### src/hw/pit_defines.svh
`ifndef PIT_DEFINES_SVH
`define PIT_DEFINES_SVH

// ===========================================================================
// instruction parcel layout (16-bit parcel, fields g h i j k)
// ===========================================================================
`define PIT_PARCEL_W      16
`define PIT_F_GH_HI       15
`define PIT_F_GH_LO       9
`define PIT_F_I_HI        8
`define PIT_F_I_LO        6
`define PIT_F_J_HI        5
`define PIT_F_J_LO        3
`define PIT_F_K_HI        2
`define PIT_F_K_LO        0

// ===========================================================================
// opcode values of the four timer instructions
// ===========================================================================
`define PIT_OP_GH         7'h01
`define PIT_OP_I          3'h4
`define PIT_OP_J_NONE     3'h0
`define PIT_OP_K_LOAD     3'h4
`define PIT_OP_K_CLEAR    3'h5
`define PIT_OP_K_ENABLE   3'h6
`define PIT_OP_K_DISABLE  3'h7

// ===========================================================================
// interval register layout and reset values
// ===========================================================================
`define PIT_SCALAR_W      64
`define PIT_IVL_W         32
`define PIT_IVL_FORCE_BIT 3
`define PIT_IVL_RESET     32'h0000_0008
`define PIT_CNT_RESET     32'h0000_0008
`define PIT_CNT_ZERO      32'h0000_0000
`define PIT_CNT_STEP      32'h0000_0001

`endif

### src/hw/pit_pkg.sv
// ===========================================================================
// shared types of the interval timer
// ===========================================================================
package pit_pkg;

  // decoded timer instruction, binary codes written out
  typedef enum logic [2:0] {
    PIT_CMD_NONE    = 3'h0,
    PIT_CMD_LOAD    = 3'h1,
    PIT_CMD_CLEAR   = 3'h2,
    PIT_CMD_ENABLE  = 3'h3,
    PIT_CMD_DISABLE = 3'h4
  } pit_cmd_t;

endpackage

### src/hw/pit_cmd_if.sv
`timescale 1ns/1ps
`default_nettype none

// ===========================================================================
// decoded command carrier between decoder and timer core
// ===========================================================================
interface pit_cmd_if;
  pit_pkg::pit_cmd_t cmd;       // command for this cycle
  logic              priv_fault; // timer opcode seen outside monitor mode

  modport dec (output cmd, output priv_fault);
  modport core (input cmd, input priv_fault);
endinterface

`default_nettype wire

### src/hw/pit_decode.sv
`timescale 1ns/1ps
`default_nettype none
`include "pit_defines.svh"

// ===========================================================================
// timer instruction decoder
// ===========================================================================
module pit_decode (
  input  wire logic                       issue_valid,
  input  wire logic [`PIT_PARCEL_W-1:0]   issue_parcel,
  input  wire logic                       monitor_mode,
  pit_cmd_if.dec                          cmd_bus
);

  // map a parcel to a timer command; the load form takes any j field
  function automatic pit_pkg::pit_cmd_t decode_parcel(
    input logic [`PIT_PARCEL_W-1:0] p
  );
    logic [2:0] k;
    logic       base;
    logic       j_zero;
    k      = p[`PIT_F_K_HI:`PIT_F_K_LO];
    base   = (p[`PIT_F_GH_HI:`PIT_F_GH_LO] == `PIT_OP_GH) &&
             (p[`PIT_F_I_HI:`PIT_F_I_LO] == `PIT_OP_I);
    j_zero = (p[`PIT_F_J_HI:`PIT_F_J_LO] == `PIT_OP_J_NONE);
    decode_parcel = pit_pkg::PIT_CMD_NONE;
    if (base && (k == `PIT_OP_K_LOAD)) begin
      decode_parcel = pit_pkg::PIT_CMD_LOAD;
    end else if (base && j_zero && (k == `PIT_OP_K_CLEAR)) begin
      decode_parcel = pit_pkg::PIT_CMD_CLEAR;
    end else if (base && j_zero && (k == `PIT_OP_K_ENABLE)) begin
      decode_parcel = pit_pkg::PIT_CMD_ENABLE;
    end else if (base && j_zero && (k == `PIT_OP_K_DISABLE)) begin
      decode_parcel = pit_pkg::PIT_CMD_DISABLE;
    end
  endfunction

  pit_pkg::pit_cmd_t raw_cmd;
  wire logic         is_timer_op;

  // raw decode, then privilege gating
  assign raw_cmd     = issue_valid ? decode_parcel(issue_parcel)
                                   : pit_pkg::PIT_CMD_NONE;
  assign is_timer_op = (raw_cmd != pit_pkg::PIT_CMD_NONE);
  assign cmd_bus.cmd        = monitor_mode ? raw_cmd : pit_pkg::PIT_CMD_NONE;
  assign cmd_bus.priv_fault = is_timer_op && !monitor_mode;

endmodule

`default_nettype wire

### src/hw/pit_timer.sv
`timescale 1ns/1ps
`default_nettype none
`include "pit_defines.svh"

// ===========================================================================
// periodic interval interrupt timer, one per processor
// ===========================================================================
module pit_timer #(
  parameter int IVL_W = `PIT_IVL_W
) (
  input  wire logic                       ref_clk,
  input  wire logic                       rst_n,
  input  wire logic                       issue_valid,
  input  wire logic [`PIT_PARCEL_W-1:0]   issue_parcel,
  input  wire logic [`PIT_SCALAR_W-1:0]   scalar_source_register,
  input  wire logic                       monitor_mode,
  output logic                            cmd_done,
  output logic                            priv_fault,
  output logic                            tick_request,
  output logic                            tick_enabled,
  output logic                            tick_interrupt,
  output logic [IVL_W-1:0]                interval_reload_value,
  output logic [IVL_W-1:0]                interval_count
);

  // =========================================================================
  // instruction decode
  // =========================================================================
  // the decoder is combinational; every command takes effect at the
  // clock edge of the cycle in which it issues
  pit_cmd_if cmd_bus ();

  pit_decode u_decode (
    .issue_valid  (issue_valid),
    .issue_parcel (issue_parcel),
    .monitor_mode (monitor_mode),
    .cmd_bus      (cmd_bus)
  );

  // =========================================================================
  // command strobes
  // =========================================================================
  wire logic do_load;
  wire logic do_clear;
  wire logic do_enable;
  wire logic do_disable;
  wire logic any_cmd;

  // one-hot strobes out of the decoded command
  assign do_load    = (cmd_bus.cmd == pit_pkg::PIT_CMD_LOAD);
  assign do_clear   = (cmd_bus.cmd == pit_pkg::PIT_CMD_CLEAR);
  assign do_enable  = (cmd_bus.cmd == pit_pkg::PIT_CMD_ENABLE);
  assign do_disable = (cmd_bus.cmd == pit_pkg::PIT_CMD_DISABLE);
  assign any_cmd    = do_load | do_clear | do_enable | do_disable;

  // =========================================================================
  // interval register next value
  // =========================================================================
  wire logic [IVL_W-1:0] load_value;
  wire logic [IVL_W-1:0] force_mask;
  wire logic [IVL_W-1:0] next_interval;

  // the forced bit keeps the smallest period at nine cycles, so a zero
  // operand can never stall the counter on a zero reload
  assign force_mask = IVL_W'(1) << `PIT_IVL_FORCE_BIT;
  assign load_value = scalar_source_register[IVL_W-1:0] | force_mask;
  assign next_interval = do_load ? load_value : interval_reload_value;

  // interval register storage
  always_ff @(posedge ref_clk or negedge rst_n) begin
    if (!rst_n) begin
      interval_reload_value <= IVL_W'(`PIT_IVL_RESET);
    end else begin
      interval_reload_value <= next_interval;
    end
  end

  // =========================================================================
  // down-counter
  // =========================================================================
  wire logic             count_zero;
  wire logic [IVL_W-1:0] count_dec;
  wire logic [IVL_W-1:0] next_count;

  // a count of zero is held for one cycle before the reload, which gives
  // the reload value plus one cycles per period
  assign count_zero = (interval_count == IVL_W'(`PIT_CNT_ZERO));
  assign count_dec  = interval_count - IVL_W'(`PIT_CNT_STEP);
  assign next_count = do_load    ? load_value :
                      count_zero ? interval_reload_value :
                                   count_dec;

  always_ff @(posedge ref_clk or negedge rst_n) begin
    if (!rst_n) begin
      interval_count <= IVL_W'(`PIT_CNT_RESET);
    end else begin
      interval_count <= next_count;
    end
  end

  // =========================================================================
  // request enable
  // =========================================================================
  wire logic next_enabled;

  assign next_enabled = do_enable  ? 1'b1 :
                        do_disable ? 1'b0 :
                                     tick_enabled;

  always_ff @(posedge ref_clk or negedge rst_n) begin
    if (!rst_n) begin
      tick_enabled <= 1'b0;
    end else begin
      tick_enabled <= next_enabled;
    end
  end

  // =========================================================================
  // sticky tick request
  // =========================================================================
  wire logic tick_set;
  wire logic next_request;

  // a load presets the counter, so a zero seen in that same cycle is
  // dropped; the new period starts cleanly from the new value
  // set only when enabled
  assign tick_set = count_zero && !do_load && tick_enabled;
  // sticky until clear
  // a set that meets a clear in the same cycle wins, so no tick is lost
  assign next_request = tick_set | (tick_request & !do_clear);

  always_ff @(posedge ref_clk or negedge rst_n) begin
    if (!rst_n) begin
      tick_request <= 1'b0;
    end else begin
      tick_request <= next_request;
    end
  end

  // =========================================================================
  // interrupt presentation
  // =========================================================================
  wire logic next_interrupt;

  // the request itself is never touched by monitor mode; only its
  // presentation is gated, so it is held across a monitor-mode stretch
  // masked in monitor mode
  assign next_interrupt = tick_request && !monitor_mode;

  // registered so the exchange logic sees a clean level; costs one cycle
  always_ff @(posedge ref_clk or negedge rst_n) begin
    if (!rst_n) begin
      tick_interrupt <= 1'b0;
    end else begin
      tick_interrupt <= next_interrupt;
    end
  end

  // =========================================================================
  // issue answers
  // =========================================================================
  // one-cycle pulses in the cycle after the instruction issued
  // refuse outside monitor
  always_ff @(posedge ref_clk or negedge rst_n) begin
    if (!rst_n) begin
      cmd_done   <= 1'b0;
      priv_fault <= 1'b0;
    end else begin
      cmd_done   <= any_cmd;
      priv_fault <= cmd_bus.priv_fault;
    end
  end

endmodule

`default_nettype wire

### config.mk
export PLATFORM = sky130hd
export DESIGN_NAME = pit_timer
export DESIGN_NICKNAME = d
export VERILOG_FILES = /design/src/hw/pit_pkg.sv /design/src/hw/pit_cmd_if.sv /design/src/hw/pit_decode.sv /design/src/hw/pit_timer.sv
export VERILOG_INCLUDE_DIRS = /design/src /design/src/hw
export SDC_FILE = /design/constraint.sdc
export NUM_CORES = 1
export LEC_CHECK = 0
export ABC_AREA = 1
export BUFFER_PORTS_ARGS = -buffer_cell sky130_fd_sc_hd__buf_2
export CAP_MARGIN = 20
export CORE_AREA = 8 8 137 139
export DETAILED_ROUTE_END_ITERATION = 12
export DIE_AREA = 0 0 145 147
export GPL_TIMING_DRIVEN = 1
export PLACE_DENSITY_LB_ADDON = 0.05
export SLEW_MARGIN = 20
export SYNTH_ARGS = -nofsm -noshare
export SYNTH_HDL_FRONTEND = slang
export SYNTH_SLANG_ARGS = --single-unit
### constraint.sdc
create_clock -name ref_clk -period 4.3 [get_ports ref_clk]
set_clock_uncertainty 0.1 [all_clocks]
set_input_delay 0.645 -clock ref_clk [delete_from_list [all_inputs] [get_ports ref_clk]]
set_output_delay 0.645 -clock ref_clk [all_outputs]
set_load 0.01 [all_outputs]
==> results of run 1 <==
==> layout by cell type (no fill, tap or decap) <==
cell type     n
clkinvlp_4    1
clkbuf_8      2
nand4_1       9
xnor2_1       6
nand3_4       1
o21bai_1      1
nand2_4       1
ha_1          2
o2111ai_1     1
o21ai_1      14
conb_1        1
inv_1        54
bufinv_16     1
nand2_2       5
dfrtp_1      67
nor2_2       11
o21ai_0      16
o211ai_1      4
clkbuf_16     9
xor2_1        3
nand2_1     221
clkinv_2      2
inv_2         4
buf_4         1
a21oi_1       1
a21oi_2       1
nor2_8        1
o21a_1        1
buf_2       118
dfstp_2       1
nand3b_1      5
or2_1         1
nand3_1      46
nor2_1       83
nor2_4        4
clkbuf_1      1
==> metrics by stage <==
| step | power, mW | setup WS, ns |
|---|---|---|
| global route | 2.55 | 1.65 |
| floorplan | 1.33 | 2.46 |
| CTS | 2.43 | 1.96 |
| detailed placement | 1.64 | 1.92 |
| finish | 2.38 | 1.99 |
| global placement | 1.64 | 1.94 |
==> cell families (layout without fill, tap and decap cells) <==
group / Yosys count / in the layout
flip-flops: 68 / 68
AND/OR/NAND/NOR: 388 / 388
other: 1 / 1
AO/OA/AOI/OAI: 39 / 39
XOR/XNOR: 9 / 9
buffers and inverters: 72 / 193
adder cells (fa/ha/maj): 2 / 2
==> worst min path at each step <==
stage | start | to | cells past startpoint
after floorplan | rst_n | cmd_done | 0
after global placement | interval_reload_value[26] | interval_reload_value[26] | 2
after detailed placement | interval_reload_value[29] | interval_reload_value[29] | 2
after CTS | scalar_source_register[0] | interval_reload_value[0] | 3
after global routing | scalar_source_register[10] | interval_reload_value[10] | 3
final | interval_reload_value[28] | interval_reload_value[28] | 2
==> critical path: cells and delay by family (launching register included) <==
family / cells / cell delay [ns]
buffers and inverters: 1 / 0.27
AOI/OAI and AO/OA: 1 / 0.08
and+or+nand+nor: 8 / 1.28
DFF: 1 / 0.46
==> layout make-up <==
type / count / area, um2
inverters: 58 / 218
clock buffers: 12 / 256
flip-flops and latches: 68 / 1700
clock inverters: 4 / 47.5
well taps: 225 / 282
fillers: 1887 / 11700
multi-input cells: 439 / 1990
repair buffers: 119 / 598
==> flip-flops by register name, summed over array words and instances (netlist names) <==
name                   cells
tick_request               1
interval_count            32
cmd_done                   1
tick_enabled               1
interval_reload_value     31
tick_interrupt             1
priv_fault                 1
==> power by group through the flow <==
stage	Clock, mW	Combinational [mW]	Sequential [mW]
after floorplan	0	0.428	0.902
after global placement	0	0.739	0.902
after detailed placement	0	0.742	0.902
after CTS	0.793	0.747	0.891
after global routing	0.813	0.832	0.909
final	0.757	0.729	0.889
==> metal layers <==
metal	GRT usage (%)	wire [um]	vias to the layer above
li1	-	-	2049
met1	16.6	6640	1798
met2	21.3	6200	91
met3	3.14	604	17
met4	5.79	301	0
met5	0	0	-
==> reports/metrics.yaml, run 1 <==
area_growth_syn_to_layout_pct: 26.0
die_h_um: 147
placement.io_buffers: 118
antenna-diode-count: 0
netlist.area_leader.share_pct: 41.5
clock.fmax_ghz: 0.433
post_drt_wl_per_cell_um: 14.9
reg2reg_to: "interval_count[4]"
synth.cell_area_mm2: 0.00404
via_count_of_the_first_global_routing_pass: 4166
power.share.switching_pct: 36.9
arrival_ns: 2.42
regToRegSetupSlack_ns: 1.99
setup-violations-final: 0
maximum_vdd_ir_drop_v: 0.000200
cts_inserted_buffers: 9
final_cell_count_no_fill: 925
holdCritPathClass: "reg2reg"
maximum_fanout_along_the_worst_path: 12
synth_xor_area_share_pct: 1.95
cts.reportedPaths.clkPinSlew_ns: 0.06
synth.top_cells.by_area: "dfrtp_1 41%, nand2_1 21%, nor2_1 7.7%, nand3_1 5.7%, inv_1 5.0%"
cts_repair_resized_insts: 0
slew_violations: 0
timing.setup.tns_ns: 0
post-route-cell-area_mm2: 0.00509
clk-insertion-delay-late_ns: 0.34
row_count: 48
synth-simple-area-share_pct: 41.2
grt_antenna_before_repair: 0
drt-initial-drc-count: 161
powerDensity_mw_per_mm2: 466
initial_utilization_pct: 24.1
r2r.worst_path.cells: 10
detailed_place.area_mm2: 0.00479
clock-sinks: 68
worst_setup_path_startpoint: "interval_count[14]"
cts_hold_buffers: 0
endpoint: "interval_count[4]"
viasPerCell: 4.28
routabilityCongestion: 0.862
p_switching_mw: 0.877
largest_net_degree_at_the_start_of_global_routing: 69
drt_pre_antenna_iters: 4
result_of_the_run: "completed"
post-route-util_pct: 30.4
grt_setup_unrepaired: "false"
drive_gt1_share_pct: 23.3
globalRouteTotalUtil_pct: 13.2
hold-worst-slack_ns: 0.398
worst_path_max_delay_cell: "dfrtp_1"
cellLeakagePower_nw: 2.71
post_cts.repair.setup_buffers: 0
most_repeated_cell_in_the_gate_level_netlist_after_synthesis: "nand2_1"
post-route-drc-count: 0
yosys.cell_types.count: 30
tritoncts: "done"
syn_nets: 665
vias: 3955
min_period_ns: 2.31
share_comb_of_total_power_pct: 30.7
grt_residual_overflow: 0
clk_root_buffer_cell: "clkbuf_16"
grt_first_pass_wirelength_um: 22100
final_min_period_over_clock_period_pct: 53.8
detailedPlacementHpwl_um: 10500
htree_levels: 3
cp.required_ns: 4.40
yosys.area_share.adder_pct: 0.619
drv_cap: 0
antenna_violating_nets_post_route: 0
cell_chain_critical_path: "nor2_1 -> nand2_1 -> nor2_2 -> nand2_1 -> nor2_2 -> inv_1 -> nand2_1 -> nand2_1 -> nand2_1 -> o21ai_1"
core_area_mm2: 0.0168
slowest_delay_ns: 0.46
synth_largest_area_cell: "dfrtp_1"
share_clk_of_total_power_pct: 31.9
seqPwrFrac_pct: 37.4
cts_buffer_depth: 2
final_nets: 781
post_synth_inst_count: 579
synth_top_flop_cell: "dfrtp_1"
proportion_of_synthesized_chip_area_in_sequential_cells_pct: 42.1
worst_slew_pin_slew_ns: 0.935
cell_count_after_placement: 909
synth-edff-count: 0
startpoint_class_of_the_critical_path: "flop"
worst-setup-path-type: "reg2reg"
die_area_mm2: 0.0213
compound_gate_portion_of_the_synthesized_area_pct: 5.39
synthMuxAreaShare_pct: 0
setup.worst_path.end_class: "flop"
wl_um: 13700
p_int_mw: 1.50
post_synthesis_register_bit_count: 68
final-hold-violation-count: 0
die-width_um: 145
reg2reg_from: "interval_count[14]"
timing.slew.headroom_pct: 37.7
ys_top_cells_by_count: "221 x nand2_1, 83 x nor2_1, 67 x dfrtp_1, 54 x inv_1, 46 x nand3_1"
yosys_warnings: 0
io_pins: 153
timing.critical_path.mode_cell: "nand2_1"
synth_top_family_by_area: "simple AND/OR/NAND/NOR gates"
synth.avg_cell_area_um2: 6.98
asyncSetResetFlopFracSynth_pct: 100
No activity file was read; power rests on OpenSTA's default activity.
==> inputs of run 2 (changes only) <==
==> constraint.sdc (replaced) <==
create_clock -name ref_clk -period 2.3 [get_ports ref_clk]
set_clock_uncertainty 0.1 [all_clocks]
set_input_delay 0.345 -clock ref_clk [delete_from_list [all_inputs] [get_ports ref_clk]]
set_output_delay 0.345 -clock ref_clk [all_outputs]
set_load 0.01 [all_outputs]
==> reports/metrics.yaml, run 2 (synthesis results as in run 1) <==
wl_um: 14300  # was 13700 um
drt-initial-drc-count: 170  # was 161
worst_path_max_delay_cell: "dfrtp_1"  # unchanged
drive_gt1_share_pct: 25.3  # was 23.3%
cpLargestDelayFamily: "simple AND/OR/NAND/NOR gates"  # unchanged
biggest_regs: "interval_count: 32 flops, interval_reload_value: 31 flops"  # unchanged
worst_slack_ns: 0.308  # was 1.99 ns
startpoint_class_of_the_critical_path: "flop"  # unchanged
detailedPlacementHpwl_um: 11400  # was 10500 um
globalRouteTotalUtil_pct: 13.7  # was 13.2%
most-common-layout-cells: "221 x nand2_1, 118 x buf_2, 83 x nor2_1, 67 x dfrtp_1, 54 x inv_1"  # unchanged
total_power_mw: 4.61  # was 2.38 mW
hold-worst-slack_ns: 0.120  # was 0.398 ns
post_cts.repair.setup_buffers: 0  # unchanged
cts.reportedPaths.clkPinSlew_ns: 0.06  # about the same
routabilityCongestion: 0.791  # was 0.862
slew_violations: 0  # unchanged
result_of_the_run: "completed"  # unchanged
setup-violations-final: 0  # unchanged
cellLeakagePower_nw: 2.83  # was 2.71 nW
multiInputGateArea_mm2: 0.00199  # unchanged
maximum_fanout_along_the_worst_path: 7  # was 12
tritoncts: "done"  # unchanged
area_occupied_by_registers_mm2: 0.00170  # unchanged
holdCritPathClass: "in2reg"  # was reg2reg
post-route-util_pct: 31.7  # was 30.4%
placement.io_buffers: 118  # unchanged
powerDensity_mw_per_mm2: 867  # was 466 mW/mm2
die_area_mm2: 0.0213  # unchanged
cts_buffer_depth: 2  # unchanged
p_int_mw: 2.94  # was 1.50 mW
final_common_cell: "nand2_1"  # unchanged
grt_setup_unrepaired: "false"  # unchanged
final_min_period_over_clock_period_pct: 86.6  # was 53.8%
setup.worst_path.end_class: "flop"  # unchanged
final_cell_count_no_fill: 948  # was 925
row_count: 48  # unchanged
antenna_violating_nets_post_route: 0  # unchanged
clock-sinks: 68  # unchanged
via_count_of_the_first_global_routing_pass: 4232  # was 4166
die_h_um: 147  # unchanged
post-route-cell-area_mm2: 0.00531  # was 0.00509 mm2
largest_register_ff_count: 32  # unchanged
cp.required_ns: 2.47  # was 4.40 ns
post_drt_wl_per_cell_um: 15.0  # was 14.9 um
dp_slack_ns: 0.291  # was 1.92 ns
final_nets: 804  # was 781
detailed_place.area_mm2: 0.00499  # was 0.00479 mm2
cell_count_after_placement: 931  # was 909
share_clk_of_total_power_pct: 32.2  # was 31.9%
grt_residual_overflow: 0  # unchanged
slowest_delay_ns: 0.43  # was 0.46 ns
largest_net_degree_at_the_start_of_global_routing: 69  # unchanged
cp.buffers_inverters: 0  # was 1
core_area_mm2: 0.0168  # unchanged
viasPerCell: 4.25  # was 4.28
maximum_vdd_ir_drop_v: 0.000394  # was 0.000200 V
clk-insertion-delay-late_ns: 0.34  # about the same
area_growth_syn_to_layout_pct: 31.4  # was 26.0%
worst-setup-path-type: "reg2reg"  # unchanged
drv_cap: 0  # unchanged
grt_antenna_before_repair: 0  # unchanged
cell_chain_critical_path: "nor2_1 -> nand4_1 -> nor2_1 -> nand2_1 -> nand3_1 -> nand3_1 -> nand2_1"  # was nor2_1 -> nand2_1 -> nor2_2 -> nand2_1 -> nor2_2 -> inv_1 -> nand2_1 -> nand2_1 -> nand2_1 -> o21ai_1
drt_pre_antenna_iters: 4  # unchanged
p_switching_mw: 1.67  # was 0.877 mW
cts_inserted_buffers: 9  # unchanged
io_pins: 153  # unchanged
htree_levels: 3  # unchanged
post-route-drc-count: 0  # unchanged
clock.fmax_ghz: 0.502  # was 0.433 GHz
initial_utilization_pct: 24.1  # unchanged
registers.top_by_ff_count: "interval_count"  # unchanged
grt_first_pass_wirelength_um: 23200  # was 22100 um
arrival_ns: 2.16  # was 2.42 ns
power.share.switching_pct: 36.2  # was 36.9%
antenna-diode-count: 0  # unchanged
fillCellCount: 1874  # was 1887
clk_root_buffer_cell: "clkbuf_16"  # unchanged
timing.setup.tns_ns: 0  # unchanged
cts_repair_resized_insts: 0  # unchanged
vias: 4032  # was 3955
final-hold-violation-count: 0  # unchanged
seqPwrFrac_pct: 35.4  # was 37.4%
min_period_ns: 1.99  # was 2.31 ns
die-width_um: 145  # unchanged
share_comb_of_total_power_pct: 32.4  # was 30.7%
run 2: changes by cell type in the layout (fill, tap and decap cells not counted), sizes merged:
cell / previous run / this run
buf: 119 / 141
bufinv: 1 / 2
clkinvlp: 1 / 0
dlygate4sd3: 0 / 1
run 2: layout make-up:
cell class / count / share of cell area [%]
Timing Repair Buffer: 142 / 15.3
Tap cell: 225 / 5.30
Inverter: 58 / 4.10
Multi-Input combinational cell: 439 / 37.5
Sequential cell: 68 / 32.0
Clock buffer: 12 / 4.45
Clock inverter: 4 / 1.39
run 2: repair_timing:
action / in CTS / in global routing
hold endpoints to repair: 67 / 0
endpoints found under the setup margin: 0 / 0
hold buffers: 1 / 0
run 2: worst paths after layout:
path	from	endpoint	slack, ns	cells after the start
max in group asynchronous	rst_n	interval_count[3]	1.31	3
setup reg to reg	interval_count[16]	interval_count[24]	0.31	7
min in group asynchronous	rst_n	interval_reload_value[10]	0.47	3
hold reg to reg	interval_reload_value[29]	interval_reload_value[29]	0.39	2
setup / recovery	interval_count[16]	interval_count[24]	0.31	7
hold / removal	scalar_source_register[7]	interval_reload_value[7]	0.12	3
run 2: per-layer routing:
metal | wire (um) | global-route usage, % | vias to the layer above
li1 | - | - | 2086
met1 | 6960 | 17.9 | 1841
met2 | 6440 | 22.0 | 95
met3 | 676 | 3.26 | 10
met4 | 180 | 4.42 | 0
met5 | 0 | 0 | -
run 2: power by group through the flow:
| stage | clock (mW) | sequential [mW] | combinational [mW] |
|---|---|---|---|
| 2_1_floorplan | 0 | 1.69 | 0.800 |
| 3_3_place_gp | 0 | 1.66 | 1.52 |
| 3_5_place_dp | 0 | 1.66 | 1.52 |
| 4_1_cts | 1.54 | 1.64 | 1.53 |
| 5_1_grt | 1.59 | 1.67 | 1.71 |
| 6_report | 1.48 | 1.63 | 1.49 |
run 2: worst reg2reg max path, stage by stage (launching register included):
cell and delay [ns]:
dfrtp_1 0.43, nor2_1 0.24, nand4_1 0.31, nor2_1 0.26, nand2_1 0.25, nand3_1 0.21, nand3_1 0.08, nand2_1 0.06
==> inputs of run 3 (changes only) <==
--- a/config.mk
+++ b/config.mk
@@ -6,12 +6,11 @@
 export SDC_FILE = /design/constraint.sdc
 export NUM_CORES = 1
 export LEC_CHECK = 0
-export ABC_AREA = 1
 export BUFFER_PORTS_ARGS = -buffer_cell sky130_fd_sc_hd__buf_2
 export CAP_MARGIN = 20
-export CORE_AREA = 8 8 137 139
+export CORE_AREA = 8 8 126 128
 export DETAILED_ROUTE_END_ITERATION = 12
-export DIE_AREA = 0 0 145 147
+export DIE_AREA = 0 0 134 136
 export GPL_TIMING_DRIVEN = 1
 export PLACE_DENSITY_LB_ADDON = 0.05
 export SLEW_MARGIN = 20
==> reports/metrics.yaml, run 3 <==
result_of_the_run: "complete, but fails checks"  # was completed
failed_checks: "negative setup slack"
synth.top_cells.by_area: "dfrtp_1 49%, nand2_1 7.7%, o21ai_0 4.1%, mux2i_1 3.8%, xor2_1 3.1%"  # was dfrtp_1 41%, nand2_1 21%, nor2_1 7.7%, nand3_1 5.7%, inv_1 5.0%
final_min_period_over_clock_period_pct: 108  # was 86.6%
use_met3_pct: 4.73  # was 3.26%
die_h_um: 136  # was 147 um
clock.fmax_ghz: 0.403  # was 0.502 GHz
setup-violations-final: 31  # was 0
drt-initial-drc-count: 157  # was 170
grt.met1_usage_pct: 16.3  # was 17.9%
drt_pre_antenna_iters: 4  # unchanged
cp.required_ns: 2.42  # was 2.47 ns
die-width_um: 134  # was 145 um
io_pins: 153  # unchanged
grt_residual_overflow: 0  # unchanged
cts_inserted_buffers: 9  # unchanged
antenna_violating_nets_post_route: 0  # unchanged
tritoncts: "done"  # unchanged
groute.layer.met2.usage_pct: 21.7  # was 22.0%
core_area_mm2: 0.0140  # was 0.0168 mm2
largest_net_degree_at_the_start_of_global_routing: 44  # was 69
clk-insertion-delay-late_ns: 0.34  # about the same
globalRouteTotalUtil_pct: 13.4  # was 13.7%
drive_gt1_share_pct: 40.1  # was 25.3%
yosys.cell_types.count: 50  # was 30
min_period_ns: 2.48  # was 1.99 ns
maximum_fanout_along_the_worst_path: 12  # was 7
clk_root_buffer_cell: "clkbuf_16"  # unchanged
post_synth_inst_count: 351  # was 579
post-route-drc-count: 0  # unchanged
powerDensity_mw_per_mm2: 583  # was 867 mW/mm2
total_power_mw: 2.90  # was 4.61 mW
initial_utilization_pct: 24.3  # was 24.1%
post-route-cell-area_mm2: 0.00498  # was 0.00531 mm2
cts.reportedPaths.clkPinSlew_ns: 0.06  # about the same
synth_largest_area_cell: "dfrtp_1"  # unchanged
clock-sinks: 68  # unchanged
synth-edff-count: 0  # unchanged
final-hold-violation-count: 0  # unchanged
post_drt_wl_per_cell_um: 16.5  # was 15.0 um
asyncSetResetFlopFracSynth_pct: 100  # unchanged
most-common-layout-cells: "117 x buf_2, 70 x nand2_1, 67 x dfrtp_1, 54 x buf_4, 24 x o21ai_1"  # was 221 x nand2_1, 118 x buf_2, 83 x nor2_1, 67 x dfrtp_1, 54 x inv_1
viasPerCell: 4.50  # was 4.25
via_count_of_the_first_global_routing_pass: 3462  # was 4232
syn_nets: 437  # was 665
registers.top_by_ff_count: "interval_count"  # unchanged
netlist.area_leader.share_pct: 49.1  # was 41.5%
grt_antenna_before_repair: 0  # unchanged
cts_buffer_depth: 2  # unchanged
synth.cell_area_mm2: 0.00341  # was 0.00404 mm2
vias: 3212  # was 4032
detailedPlacementHpwl_um: 8790  # was 11400 um
synth_top_flop_cell: "dfrtp_1"  # unchanged
biggest_regs: "interval_count: 32 flops, interval_reload_value: 31 flops"  # unchanged
area_growth_syn_to_layout_pct: 45.9  # was 31.4%
cellLeakagePower_nw: 2.72  # was 2.83 nW
slew_violations: 0  # unchanged
htree_levels: 3  # unchanged
final_nets: 610  # was 804
yosys_warnings: 0  # unchanged
die_area_mm2: 0.0182  # was 0.0213 mm2
setup.worst_path.end_class: "flop"  # unchanged
arrival_ns: 2.60  # was 2.16 ns
timing.setup.tns_ns: -4.76  # was 0 ns
grt_setup_unrepaired: "true"  # was false
synth.avg_cell_area_um2: 9.73  # was 6.98 um2
ys_top_cells_by_count: "70 x nand2_1, 67 x dfrtp_1, 28 x o21ai_0, 18 x nor3_1, 16 x nor2_1"  # was 221 x nand2_1, 83 x nor2_1, 67 x dfrtp_1, 54 x inv_1, 46 x nand3_1
busiest_layer: "met2"  # unchanged
grt_first_pass_wirelength_um: 19000  # was 23200 um
worst_slack_ns: -0.179  # was 0.308 ns
holdCritPathClass: "in2reg"  # unchanged
placement.io_buffers: 118  # unchanged
antenna-diode-count: 0  # unchanged
proportion_of_synthesized_chip_area_in_sequential_cells_pct: 49.9  # was 42.1%
final_common_cell: "buf_2"  # was nand2_1
routabilityCongestion: 0.740  # was 0.791
dp_slack_ns: -0.277  # was 0.291 ns
most_repeated_cell_in_the_gate_level_netlist_after_synthesis: "nand2_1"  # unchanged
post_synthesis_register_bit_count: 68  # unchanged
startpoint_class_of_the_critical_path: "flop"  # unchanged
worst-setup-path-type: "reg2reg"  # unchanged
wl_um: 11800  # was 14300 um
row_count: 44  # was 48
maximum_vdd_ir_drop_v: 0.000250  # was 0.000394 V
detailed_place.area_mm2: 0.00460  # was 0.00499 mm2
largest_register_ff_count: 32  # unchanged
drv_cap: 0  # unchanged
## run 3: changes by cell type in the layout (fill, tap and decap cells not counted), moves of 10 or more
cell	delta
o21ai_1	+10
nand2_1	-151
nand3_1	-37
nor3_1	+17
nor2_1	-68
mux2i_1	+13
buf_4	+34
inv_1	-50
o21ai_0	-15
nor2_2	-10
## run 3: final cells by class
type | count | area (um2)
clock buffers | 14 | 264
clock inverters | 2 | 10.0
repair buffers | 178 | 1100
well taps | 184 | 230
multi-input cells | 263 | 1660
inverters | 4 | 15.0
fillers | 1490 | 9060
flip-flops and latches | 68 | 1700
## run 3: final timing paths
check,slack [ns],endpoint,depth (start not counted),startpoint
max in group asynchronous,1.06,interval_count[30],3,rst_n
hold reg to reg,0.40,interval_reload_value[5],2,interval_reload_value[5]
setup / recovery,-0.18,interval_count[2],6,interval_count[25]
min in group asynchronous,0.40,interval_count[10],2,rst_n
setup reg to reg,-0.18,interval_count[2],6,interval_count[25]
hold / removal,0.09,tick_interrupt,2,monitor_mode
## run 3: kinds of logic (layout without fill, tap and decap cells)
| group | after synthesis | count (layout) | synth area share, % |
|---|---|---|---|
| other cells | 1 | 1 | 0.110 |
| mux | 14 | 14 | 4.25 |
| compound gates | 62 | 62 | 12.5 |
| simple gates | 163 | 164 | 24.6 |
| fa+ha+maj | 2 | 2 | 0.733 |
| flops | 68 | 68 | 49.9 |
| xor+xnor | 20 | 20 | 5.13 |
| buf+inv | 21 | 198 | 2.86 |
## run 3: power by group
| group | switching (mW) | internal (mW) | total [mW] |
|---|---|---|---|
| registers | 0.0471 | 1.25 | 1.30 |
| logic | 0.162 | 0.150 | 0.312 |
| clock network | 0.510 | 0.786 | 1.30 |
| total | 0.718 | 2.18 | 2.90 |
## run 3: worst max-delay path, stage by stage (launching register included)
cell	delay [ns]
dfrtp_1	0.37
or4_4	0.54
or4_4	0.43
or4_4	0.50
buf_12	0.19
mux2i_1	0.14
o21ai_1	0.07
## run 3: repair_timing
item | 4_1_cts | 5_1_grt
buffers inserted | 4 | 2
gates resized for setup | 12 | 3
hold endpoints to repair | 28 | 0
gates cloned | 1 | 0
hold buffers | 1 | 0
endpoints found under the setup margin | 30 | 33
pin swaps | 2 | 5
## run 3: through the flow
stage | util, % | hold slack [ns] | cells
2_1_floorplan | - | -0.0506 | 351
3_3_place_gp | 32.8 | 0.225 | 689
3_5_place_dp | 32.8 | 0.220 | 689
4_1_cts | 35.2 | 0.0821 | 711
5_1_grt | 35.5 | 0.102 | 713
6_report | 35.5 | 0.0932 | 713
## run 3: layer usage
metal | part of all wire, % | wire, um
met5 | 0 | 0
met4 | 1.5 | 172
met3 | 6.0 | 710
met2 | 48 | 5590
met1 | 45 | 5290
